$ cat config.mk
export PLATFORM = sky130hd
export DESIGN_NAME = ai_trigger_sample_sequencer
export DESIGN_NICKNAME = d
export VERILOG_FILES = /design/src/design/ai_trigger_sample_sequencer.v
export VERILOG_INCLUDE_DIRS = /design/src /design/src/pkg
export SDC_FILE = /design/constraint.sdc
export NUM_CORES = 1
export LEC_CHECK = 0
export BUFFER_PORTS_ARGS = -buffer_cell sky130_fd_sc_hd__clkbuf_2
export CORE_MARGIN = 5
export CORE_UTILIZATION = 51
export DETAILED_ROUTE_END_ITERATION = 10
export PLACE_DENSITY = 0.78
export SYNTH_ARGS = -nofsm -noshare
export SYNTH_HDL_FRONTEND = slang
export SYNTH_SLANG_ARGS = --single-unit
$ cat constraint.sdc
create_clock -name clk -period 3.27 [get_ports clk]
set_clock_uncertainty 0.1 [all_clocks]
set_input_delay 0.654 -clock clk [delete_from_list [all_inputs] [get_ports clk]]
set_output_delay 0.654 -clock clk [all_outputs]
set_load 0.02 [all_outputs]
$ cat src/pkg/acq_seq_defines.vh
`ifndef ACQ_SEQ_DEFINES_VH
`define ACQ_SEQ_DEFINES_VH
// ----------------------------------------
// phase encodings (one-hot)
// ----------------------------------------
`define ST_IDLE    6'h01
`define ST_DELAY   6'h02
`define ST_PRE     6'h04
`define ST_ARMED   6'h08
`define ST_POST    6'h10
`define ST_DONE    6'h20
// ----------------------------------------
// timing
// ----------------------------------------
`define START_DELAY_TICKS 16'h0002
`define ONE_CNT           32'h0000_0001
`define ZERO_CNT          32'h0000_0000
`define ONE_TICK          16'h0001
`define ZERO_TICK         16'h0000
`endif

$ cat src/design/ai_trigger_sample_sequencer.v
// Contract
// - one sample pulse converts every channel together
// - posttrigger count loaded, decremented per sample
// - start loads pretrigger count, then decrements
// - reload posttrigger count after pretrigger phase
// - early pivot trigger ignored, keep waiting
// - accepted pivot: decrement until posttrigger done
// - start from hardware or software, configurable
// - software start echoed as output pulse
// - pause only on non high-speed variants
// - aggregate rate is per-channel times channels
// - sample pulses ignored while not acquiring
// - start to first sample delay, default two
`timescale 1ns/100ps
`default_nettype none
`include "acq_seq_defines.vh"
module ai_trigger_sample_sequencer #(
  parameter NCH      = 8,
  parameter DW       = 16,
  parameter CW       = 32,
  parameter HIGH_SPEED = 0
) (
  input  wire              clk,
  input  wire              nrst,
  input  wire              cfg_arm,
  input  wire              cfg_pretrig_en,
  input  wire              cfg_sw_start_sel,
  input  wire              cfg_pause_en,
  input  wire [CW-1:0]     cfg_pre_count,
  input  wire [CW-1:0]     cfg_post_count,
  input  wire [15:0]       cfg_start_delay,
  input  wire              sw_start,
  input  wire              acq_begin_trigger,
  input  wire              acq_pivot_trigger,
  input  wire              acq_pause,
  input  wire              acq_sample_timebase,
  input  wire [NCH*DW-1:0] adc_data,
  input  wire              out_ready,
  output reg               conv_start,
  output reg               begin_echo,
  output reg  [NCH*DW-1:0] out_data,
  output reg               out_valid,
  output reg               busy,
  output reg               done,
  output reg  [CW-1:0]     sample_count,
  output reg               adc_take
);
  // ----------------------------------------
  // input synchronisers
  // ----------------------------------------
  reg [2:0] hw_sync_reg;
  reg [2:0] piv_sync_reg;
  reg [2:0] pau_sync_reg;
  reg [2:0] tb_sync_reg;
  always @(posedge clk) begin
    if (!nrst) begin
      hw_sync_reg  <= 3'h0;
      piv_sync_reg <= 3'h0;
      pau_sync_reg <= 3'h0;
      tb_sync_reg  <= 3'h0;
    end else begin
      hw_sync_reg  <= {hw_sync_reg[1:0], acq_begin_trigger};
      piv_sync_reg <= {piv_sync_reg[1:0], acq_pivot_trigger};
      pau_sync_reg <= {pau_sync_reg[1:0], acq_pause};
      tb_sync_reg  <= {tb_sync_reg[1:0], acq_sample_timebase};
    end
  end
  // a change counts once stages 2 and 3 agree
  reg hw_lvl_reg;
  reg piv_lvl_reg;
  reg pau_lvl_reg;
  reg tb_lvl_reg;
  wire hw_nxt  = (hw_sync_reg[2] == hw_sync_reg[1]) ? hw_sync_reg[2] : hw_lvl_reg;
  wire piv_nxt = (piv_sync_reg[2] == piv_sync_reg[1]) ? piv_sync_reg[2] : piv_lvl_reg;
  wire pau_nxt = (pau_sync_reg[2] == pau_sync_reg[1]) ? pau_sync_reg[2] : pau_lvl_reg;
  wire tb_nxt  = (tb_sync_reg[2] == tb_sync_reg[1]) ? tb_sync_reg[2] : tb_lvl_reg;
  always @(posedge clk) begin
    if (!nrst) begin
      hw_lvl_reg  <= 1'b0;
      piv_lvl_reg <= 1'b0;
      pau_lvl_reg <= 1'b0;
      tb_lvl_reg  <= 1'b0;
    end else begin
      hw_lvl_reg  <= hw_nxt;
      piv_lvl_reg <= piv_nxt;
      pau_lvl_reg <= pau_nxt;
      tb_lvl_reg  <= tb_nxt;
    end
  end
  wire hw_rise  = hw_nxt & ~hw_lvl_reg;
  wire piv_rise = piv_nxt & ~piv_lvl_reg;
  wire tb_rise  = tb_nxt & ~tb_lvl_reg;
  wire paused   = pau_lvl_reg & cfg_pause_en & (HIGH_SPEED == 0);

  // ----------------------------------------
  // sequencer
  // ----------------------------------------
  reg [5:0]    state_reg;
  reg [5:0]    state_next;
  reg [CW-1:0] cnt_next;
  reg [15:0]   dly_reg;
  reg [15:0]   dly_next;
  reg          pre_full_reg;
  reg          pre_full_next;
  wire         start_ev = cfg_sw_start_sel ? sw_start : hw_rise;
  wire         buf_in_ready;
  // internal engine: one sample tick per timebase rising edge, when not paused and the buffer has room
  wire         sample_ev = tb_rise & ~paused & buf_in_ready;
  wire [15:0]  dly_load = (cfg_start_delay == `ZERO_TICK) ? `START_DELAY_TICKS
                                                         : cfg_start_delay;
  reg          take;
  always @* begin
    state_next    = state_reg;
    cnt_next      = sample_count;
    dly_next      = dly_reg;
    pre_full_next = pre_full_reg;
    take          = 1'b0;
    case (state_reg)
      `ST_IDLE: begin
        if (cfg_arm && start_ev) begin
          state_next = `ST_DELAY;
          dly_next   = dly_load;
          pre_full_next = 1'b0;
          if (cfg_pretrig_en)
            cnt_next = cfg_pre_count;
          else
            cnt_next = cfg_post_count;
        end
      end
      `ST_DELAY: begin
        if (tb_rise) begin
          if (dly_reg <= `ONE_TICK)
            state_next = cfg_pretrig_en ? `ST_PRE : `ST_POST;
          else
            dly_next = dly_reg - `ONE_TICK;
        end
      end
      `ST_PRE: begin
        if (sample_ev) begin
          take = 1'b1;
          if (sample_count <= `ONE_CNT) begin
            pre_full_next = 1'b1;
            cnt_next   = cfg_post_count;
            state_next = `ST_ARMED;
          end else
            cnt_next = sample_count - `ONE_CNT;
        end
      end
      `ST_ARMED: begin
        // ring keeps sampling; a pivot before here is never seen
        if (sample_ev)
          take = 1'b1;
        if (piv_rise && pre_full_reg)
          state_next = `ST_POST;
      end
      `ST_POST: begin
        if (sample_count == `ZERO_CNT)
          state_next = `ST_DONE;
        else if (sample_ev) begin
          take = 1'b1;
          cnt_next = sample_count - `ONE_CNT;
          if (sample_count == `ONE_CNT)
            state_next = `ST_DONE;
        end
      end
      `ST_DONE: begin
        state_next = `ST_IDLE;
      end
      default: begin
        state_next = `ST_IDLE;
      end
    endcase
  end
  always @(posedge clk) begin
    if (!nrst) begin
      state_reg    <= `ST_IDLE;
      sample_count <= `ZERO_CNT;
      dly_reg      <= `ZERO_TICK;
      pre_full_reg <= 1'b0;
      conv_start   <= 1'b0;
      adc_take     <= 1'b0;
      begin_echo   <= 1'b0;
      busy         <= 1'b0;
      done         <= 1'b0;
    end else begin
      state_reg    <= state_next;
      sample_count <= cnt_next;
      dly_reg      <= dly_next;
      pre_full_reg <= pre_full_next;
      conv_start   <= take;
      adc_take     <= take;
      begin_echo   <= (state_reg == `ST_IDLE) && (state_next == `ST_DELAY)
                      && cfg_sw_start_sel;
      busy         <= (state_next != `ST_IDLE) && (state_next != `ST_DONE);
      done         <= (state_next == `ST_DONE);
    end
  end

  // ----------------------------------------
  // two-entry output buffer
  // ----------------------------------------
  // adc_data is captured while adc_take is high, the same cycle as conv_start; every channel is
  // captured as one word so all conversions share one instant
  reg [NCH*DW-1:0] skid_reg;
  reg              skid_vld_reg;
  assign buf_in_ready = ~skid_vld_reg;
  always @(posedge clk) begin
    if (!nrst) begin
      out_valid    <= 1'b0;
      out_data     <= {NCH*DW{1'b0}};
      skid_vld_reg <= 1'b0;
      skid_reg     <= {NCH*DW{1'b0}};
    end else begin
      if (!out_valid || out_ready) begin
        if (skid_vld_reg) begin
          out_data     <= skid_reg;
          out_valid    <= 1'b1;
          skid_vld_reg <= adc_take;
          skid_reg     <= adc_data;
        end else begin
          out_valid <= adc_take;
          if (adc_take)
            out_data <= adc_data;
        end
      end else if (adc_take) begin
        skid_vld_reg <= 1'b1;
        skid_reg     <= adc_data;
      end
    end
  end
endmodule
`default_nettype wire

==> reports/results.ini, run 1 <==
[synth]
synth_area_sq_mm=0.0145
synth_edf_count=0
syn_inst=1696
synth_top_cell_area_share=0.461
async_flop_share=0
yosysMostFrequentCell=dfxtp_1
ys_ff_latch=333
synth_seq_area_share=0.461
syn_avg_cell_area_sq_um=8.53
yosys.area.top_type=dfxtp_1
synth_nets=1921
yosys-top-cells-area=dfxtp_1 (46%), mux2i_1 (9.0%), nand2_1 (7.9%)
yosysUniqueCellTypes=75
ys.flop_type=dfxtp_1
yosys-top-cells-count=dfxtp_1 (333), nand2_1 (304), nor2_1 (183)
ys_warn_count=0

[grt]
grt_pass1_vias=13011
grt_pass1_wl_mm=65.7
grt_overflow_total=0
grt_usage=0.248
grt_max_degree=123
antenna_found_initial=2

[power_and_ir_drop]
p_int_mw=6.81
leakagePower_nw=6.72
p_clk_frac=0.450
switching_share=0.237
pwr-share-comb=0.087
seqPwrFrac=0.462
switching_power_mw=2.12
power_density_mw_per_mm2=501
peakVddDrop_uv=367

[cts]
clock_sinks=333
cts_htree_levels=2
cts-buffers-inserted=36
postCtsResizedCells=0
cts_tree=done
clockRootBuffer=clkbuf_16
clk_pin_slew_ns=0.06
postCtsHoldBufs=0
cts_buffer_depth=3
post-cts-setup-buffer-count=0
clk_latency_ns=0.51

[worst_hold_path]
hold_path.class=input port to flip-flop

[flow_run]
drv_cap=0

[place]
gp_congestion=0.915
place_area_sq_mm=0.0166
place_hpwl_mm=28.4
port_buffers=385

[die]
die-area_sq_mm=0.0318
row_count=61
start_util=0.518
fp.dieH_um=178
fp.coreArea_sq_mm=0.0279
boundaryPins=386
fp.dieW_um=178

[drt]
routed_wl_mm=41.8
first_pass_iters=5
wl_per_cell_um=17.3
via_per_inst=5.70
drtAntennaViolNets=0
via_count=13756
drt_iter0_markers=1144
drc_errors=0

[final_layout]
seq_area_sq_mm=0.00667
finish.instance_area_sq_mm=0.0178
syn2layout_area_growth_pct=23.2
final_nets=2231
multi_input_area_sq_mm=0.00719
drive_gt1_frac=0.250
fillers=2318

[sta]
fin_tns_setup_ns=0
hold_viol=0
period_minus_slack_ns=2.99
final-setup-viol-count=0
slew_viol_final=0
fmax_mhz=335
relSlewSlack=0.206
rsz0062_at_grt=false
worstMarginPinSlew_ns=1.19
finalCritPeriodShare=0.914

[status]
outcome=complete, no violations

[critical_path]
setup.worst_path.start_class=flip-flop
required_ns=3.54
setup.worst_path.class=flip-flop to flip-flop
cp.arrival_ns=3.25
end_kind=flip-flop
path_max_fanout=22

-- worst max-delay path: stages (launching register included) --
cell and delay, ns:
dfxtp_1 0.38, or4_1 0.69, and4bb_1 0.39, and2_4 0.36, a31oi_1 0.16, buf_4 0.22
nand2_1 0.39, o22ai_1 0.16
-- power groups by stage --
stage          sequential (mW)  combinational, mW  clock (mW)
2_1_floorplan             4.22              0.451           0
3_3_place_gp              4.21              0.746           0
3_5_place_dp              4.21              0.761           0
4_1_cts                   4.13              0.766        4.10
5_1_grt                   4.13              0.848        4.26
6_report                  4.13              0.778        4.02
-- path summary, 6_finish.rpt --
kind | from | cells past startpoint | to | slack [ns]
setup / recovery | sample_count[12] | 7 | sample_count[8] | 0.28
hold reg to reg | hw_sync_reg[0] | 1 | hw_sync_reg[1] | 0.34
setup reg to reg | sample_count[12] | 7 | sample_count[8] | 0.28
hold / removal | acq_sample_timebase | 2 | tb_sync_reg[0] | 0.27
-- placed cells by master (no fill, tap or decap), types with 4 or more instances in the layout --
| cell | instances |
|---|---|
| a2111oi_0 | 8 |
| a211oi_1 | 134 |
| a21oi_1 | 171 |
| a221o_1 | 9 |
| a221oi_1 | 9 |
| a222oi_1 | 8 |
| a31oi_1 | 10 |
| a32o_1 | 16 |
| and2_1 | 18 |
| and3_1 | 9 |
| buf_12 | 8 |
| buf_4 | 20 |
| clkbuf_1 | 6 |
| clkbuf_16 | 36 |
| clkbuf_2 | 385 |
| clkbuf_8 | 10 |
| clkinv_2 | 8 |
| dfxtp_1 | 332 |
| ha_1 | 5 |
| inv_1 | 13 |
| mux2i_1 | 129 |
| nand2_1 | 304 |
| nand2b_1 | 4 |
| nand3_1 | 6 |
| nand4_1 | 5 |
| nor2_1 | 182 |
| nor3_1 | 18 |
| nor4_1 | 12 |
| o211ai_1 | 4 |
| o21a_1 | 6 |
| o21ai_0 | 34 |
| o21ai_1 | 4 |
| o221a_2 | 6 |
| o22ai_1 | 14 |
| or2_2 | 6 |
| or3_1 | 12 |
| or4_1 | 8 |
-- cell families after synthesis --
kind of cell,after synthesis,share of synthesized area
xor gates and xnor gates,2,0.00121
muxes,130,0.0899
adders and majority gates,5,0.00432
buffers and inverters,155,0.0445
DFF,333,0.461
and+or+nand+nor,608,0.184
AOI/OAI and AO/OA,463,0.216
-- cell type report --
class	count	area share
multi-input cells	1208	0.404
clock inverters	12	0.00702
inverters	14	0.00337
flip-flops and latches	333	0.374
well taps	378	0.0265
diodes	2	0.000281
repair buffers	413	0.126
clock buffers	52	0.0595
-- per-stage QoR --
stage | hold WS [ns] | std cells | utilization | setup WS [ns] | power [mW]
6_report | 0.267 | 2412 | 0.638 | 0.282 | 8.93
5_1_grt | 0.267 | 2412 | 0.638 | 0.0952 | 9.24
4_1_cts | 0.247 | 2410 | 0.638 | 0.345 | 8.99
3_5_place_dp | 0.322 | 2346 | 0.595 | 0.248 | 4.98
3_3_place_gp | 0.317 | 2346 | 0.595 | 0.293 | 4.96
2_1_floorplan | 0.312 | 1696 | - | 0.574 | 4.67
-- metal layers --
layer | up-vias | global-route usage | share of wire
li1 | 6694 | - | -
met1 | 6415 | 0.323 | 0.41
met2 | 545 | 0.406 | 0.47
met3 | 102 | 0.0528 | 0.079
met4 | 0 | 0.0963 | 0.034
met5 | - | 0 | 0
No activity file was read; power rests on OpenSTA's default activity.
==> inputs of run 2 (changes only) <==
--- a/config.mk
+++ b/config.mk
@@ -6,11 +6,12 @@
 export SDC_FILE = /design/constraint.sdc
 export NUM_CORES = 1
 export LEC_CHECK = 0
+export ABC_AREA = 1
 export BUFFER_PORTS_ARGS = -buffer_cell sky130_fd_sc_hd__clkbuf_2
 export CORE_MARGIN = 5
 export CORE_UTILIZATION = 51
 export DETAILED_ROUTE_END_ITERATION = 10
-export PLACE_DENSITY = 0.78
+export PLACE_DENSITY = 0.77
 export SYNTH_ARGS = -nofsm -noshare
 export SYNTH_HDL_FRONTEND = slang
 export SYNTH_SLANG_ARGS = --single-unit
==> run 2 against run 1 <==
Effect of this change:
- register-to-register slack improved by 0.38 ns
- area after synthesis is 9.7% higher
- synthesized cell count is 38% higher
- worst hold slack worse by 0.030 ns
- critical path type unchanged
- largest cell class unchanged
- largest power group is now the clock network
==> reports/results.ini, run 2 <==
[critical_path]
max_stage_delay_ns=0.37  ; was 0.69 ns
setup.worst_path.start_class=flip-flop  ; unchanged
cp.arrival_ns=2.91  ; was 3.25 ns
cpMostUsedCell=nand2_4
regToRegSetupSlack_ns=0.66  ; was 0.28 ns
path_max_fanout=33  ; was 22
required_ns=3.57  ; was 3.54 ns
setup.worst_path.class=flip-flop to flip-flop  ; unchanged
critPathSlowestCell=dfxtp_1  ; was or4_1
end_kind=flip-flop  ; unchanged
path_cells=inv_1 > ha_1 > nand2_2 > nor2_4 > nand2_4 > nand2_4 > nand2_4 > inv_1 > nand2_1 > nand3_1 > nand2_1 > nor2_1 > nor2_1  ; was or4_1 > and4bb_1 > and2_4 > a31oi_1 > buf_4 > nand2_1 > o22ai_1

[synth]
yosys.area.top_type=dfxtp_1  ; unchanged
syn_avg_cell_area_sq_um=6.81  ; was 8.53 sq um
ys_ff_latch=333  ; unchanged
synth_nets=2557  ; was 1921
synth_area_sq_mm=0.0159  ; was 0.0145 sq mm
syn_inst=2332  ; was 1696
ys.flop_type=dfxtp_1  ; unchanged
ys_warn_count=0  ; unchanged
synth_edf_count=0  ; unchanged
synth_seq_area_share=0.420  ; was 0.461
async_flop_share=0  ; unchanged
yosys-top-cells-count=nand2_1 (566), dfxtp_1 (333), o21ai_0 (310)  ; was dfxtp_1 (333), nand2_1 (304), nor2_1 (183)
synth_top_cell_area_share=0.420  ; was 0.461
yosysUniqueCellTypes=43  ; was 75
yosysMostFrequentCell=nand2_1  ; was dfxtp_1
yosys-top-cells-area=dfxtp_1 (42%), nand2_1 (13%), o21ai_0 (9.8%)  ; was dfxtp_1 (46%), mux2i_1 (9.0%), nand2_1 (7.9%)

[cts]
cts_buffer_depth=3  ; unchanged
post-cts-setup-buffer-count=0  ; unchanged
cts_htree_levels=2  ; unchanged
postCtsResizedCells=0  ; unchanged
clock_sinks=333  ; unchanged
clk_latency_ns=0.50  ; was 0.51 ns
clk_pin_slew_ns=0.06  ; about the same
cts-buffers-inserted=37  ; was 36
postCtsHoldBufs=0  ; unchanged
cts_tree=done  ; unchanged
clockRootBuffer=clkbuf_16  ; unchanged

[drt]
via_count=16521  ; was 13.8k
via_per_inst=5.40  ; was 5.70
drtAntennaViolNets=0  ; unchanged
first_pass_iters=5  ; unchanged
drt_iter0_markers=1213  ; was 1144
wl_per_cell_um=16.2  ; was 17.3 um
drc_errors=0  ; unchanged
routed_wl_mm=49.5  ; was 41.8 mm

[sta]
worstMarginPinSlew_ns=0.924  ; was 1.19 ns
hold_viol=0  ; unchanged
rsz0062_at_grt=false  ; unchanged
worst_slack_ns=0.661  ; was 0.282 ns
relSlewSlack=0.382  ; was 0.206
period_minus_slack_ns=2.61  ; was 2.99 ns
final-setup-viol-count=0  ; unchanged
whs_ns=0.237  ; was 0.267 ns
slew_viol_final=0  ; unchanged
fmax_mhz=383  ; was 335 MHz
finalCritPeriodShare=0.798  ; was 0.914
fin_tns_setup_ns=0  ; unchanged

[final_layout]
multi_input_area_sq_mm=0.00753  ; was 0.00719 sq mm
syn2layout_area_growth_pct=21.5  ; was 23.2%
fillers=2769  ; was 2318
final_cell_mix=nand2_1 (566), clkbuf_2 (384), dfxtp_1 (332), o21ai_0 (310), inv_1 (256)  ; was clkbuf_2 (385), dfxtp_1 (332), nand2_1 (304), nor2_1 (182), a21oi_1 (171)
final_common_cell=nand2_1  ; was clkbuf_2
seq_area_sq_mm=0.00667  ; unchanged
fin_util=0.629  ; was 0.638
final_nets=2859  ; was 2231
drive_gt1_frac=0.201  ; was 0.250

[flow_run]
drv_cap=0  ; unchanged

[power_and_ir_drop]
leakagePower_nw=8.82  ; was 6.72 nW
peakVddDrop_uv=361  ; was 367 uV
power_density_mw_per_mm2=526  ; was 501 mW/mm^2

[die]
fp.coreArea_sq_mm=0.0307  ; was 0.0279 sq mm
start_util=0.518  ; about the same
boundaryPins=386  ; unchanged
row_count=64  ; was 61
fp.dieW_um=186  ; was 178 um
die-area_sq_mm=0.0348  ; was 0.0318 sq mm
fp.dieH_um=186  ; was 178 um

[grt]
grt_overflow_total=0  ; unchanged
grt_pass1_vias=15807  ; was 13.0k
grt_max_degree=191  ; was 123
antenna_found_initial=6  ; was 2
grt_pass1_wl_mm=79.8  ; was 65.7 mm
grt_usage=0.269  ; was 0.248

[place]
dp_slack_ns=0.753  ; was 0.248 ns
place_hpwl_mm=34.2  ; was 28.4 mm
port_buffers=385  ; unchanged
gp_congestion=0.932  ; was 0.915

[worst_hold_path]
hold_path.class=input port to flip-flop  ; unchanged

[status]
outcome=complete, no violations  ; unchanged

[run 2: cell types whose count changed in the layout (fill, tap and decap cells not counted), moves of 21 or more]
| cell | previous run | this run |
|---|---|---|
| o21ai_1 | 4 | 31 |
| a31oi_1 | 10 | 131 |
| a211oi_1 | 134 | 1 |
| nand3_1 | 6 | 96 |
| o21ai_0 | 34 | 310 |
| nand2_1 | 304 | 566 |
| nand4_1 | 5 | 26 |
| mux2i_1 | 129 | 0 |
| nor2_1 | 182 | 159 |
| inv_1 | 13 | 256 |
[run 2: area by class of cell]
class	count	area share
diodes	3	0.000389
clock buffers	57	0.0572
clock inverters	10	0.00856
inverters	267	0.0522
multi-input cells	1577	0.391
flip-flops and latches	333	0.346
well taps	396	0.0257
repair buffers	418	0.120
[run 2: power breakdown]
part	internal, mW	leakage [nW]	switching, mW
logic	0.513	5.50	1.03
clock network	2.64	0.622	1.67
registers	4.14	2.69	0.139
total	7.30	8.82	2.84
[run 2: metal layers]
| layer | wire, um | vias to the layer above | share of wire | global-route usage |
|---|---|---|---|---|
| li1 | - | 8244 | - | - |
| met1 | 19600 | 7480 | 0.40 | 0.328 |
| met2 | 23500 | 668 | 0.48 | 0.452 |
| met3 | 4350 | 123 | 0.088 | 0.0691 |
| met4 | 2010 | 6 | 0.041 | 0.109 |
| met5 | 39 | - | 0.00079 | 0 |
[run 2: logic make-up after synthesis]
group | share of synthesized area
AO/OA/AOI/OAI | 0.224
adder cells (fa/ha/maj) | 0.00394
buffers and inverters | 0.107
flip-flops | 0.420
AND/OR/NAND/NOR | 0.239
XOR/XNOR | 0.00717
[run 2: worst paths after layout]
check,from,to,depth (start not counted)
max,sample_count[0],sample_count[16],13
min,acq_begin_trigger,hw_sync_reg[0],3
max reg2reg,sample_count[0],sample_count[16],13
min reg2reg,tb_sync_reg[0],tb_sync_reg[1],2
[run 2: stage by stage]
step	total power, mW	instance area [sq um]	cells
2_1_floorplan	5.41	15900	2332
3_3_place_gp	5.85	18000	2991
3_5_place_dp	5.88	18000	2991
4_1_cts	10.2	19300	3058
5_1_grt	10.6	19300	3061
6_report	10.1	19300	3061
[run 2: critical path, delay by kind of cell (launching register included)]
family                     cells  cell delay [ns]
and+or+nand+nor               10             1.39
adders and majority gates      1             0.30
buffers and inverters          2             0.34
DFF                            1             0.37
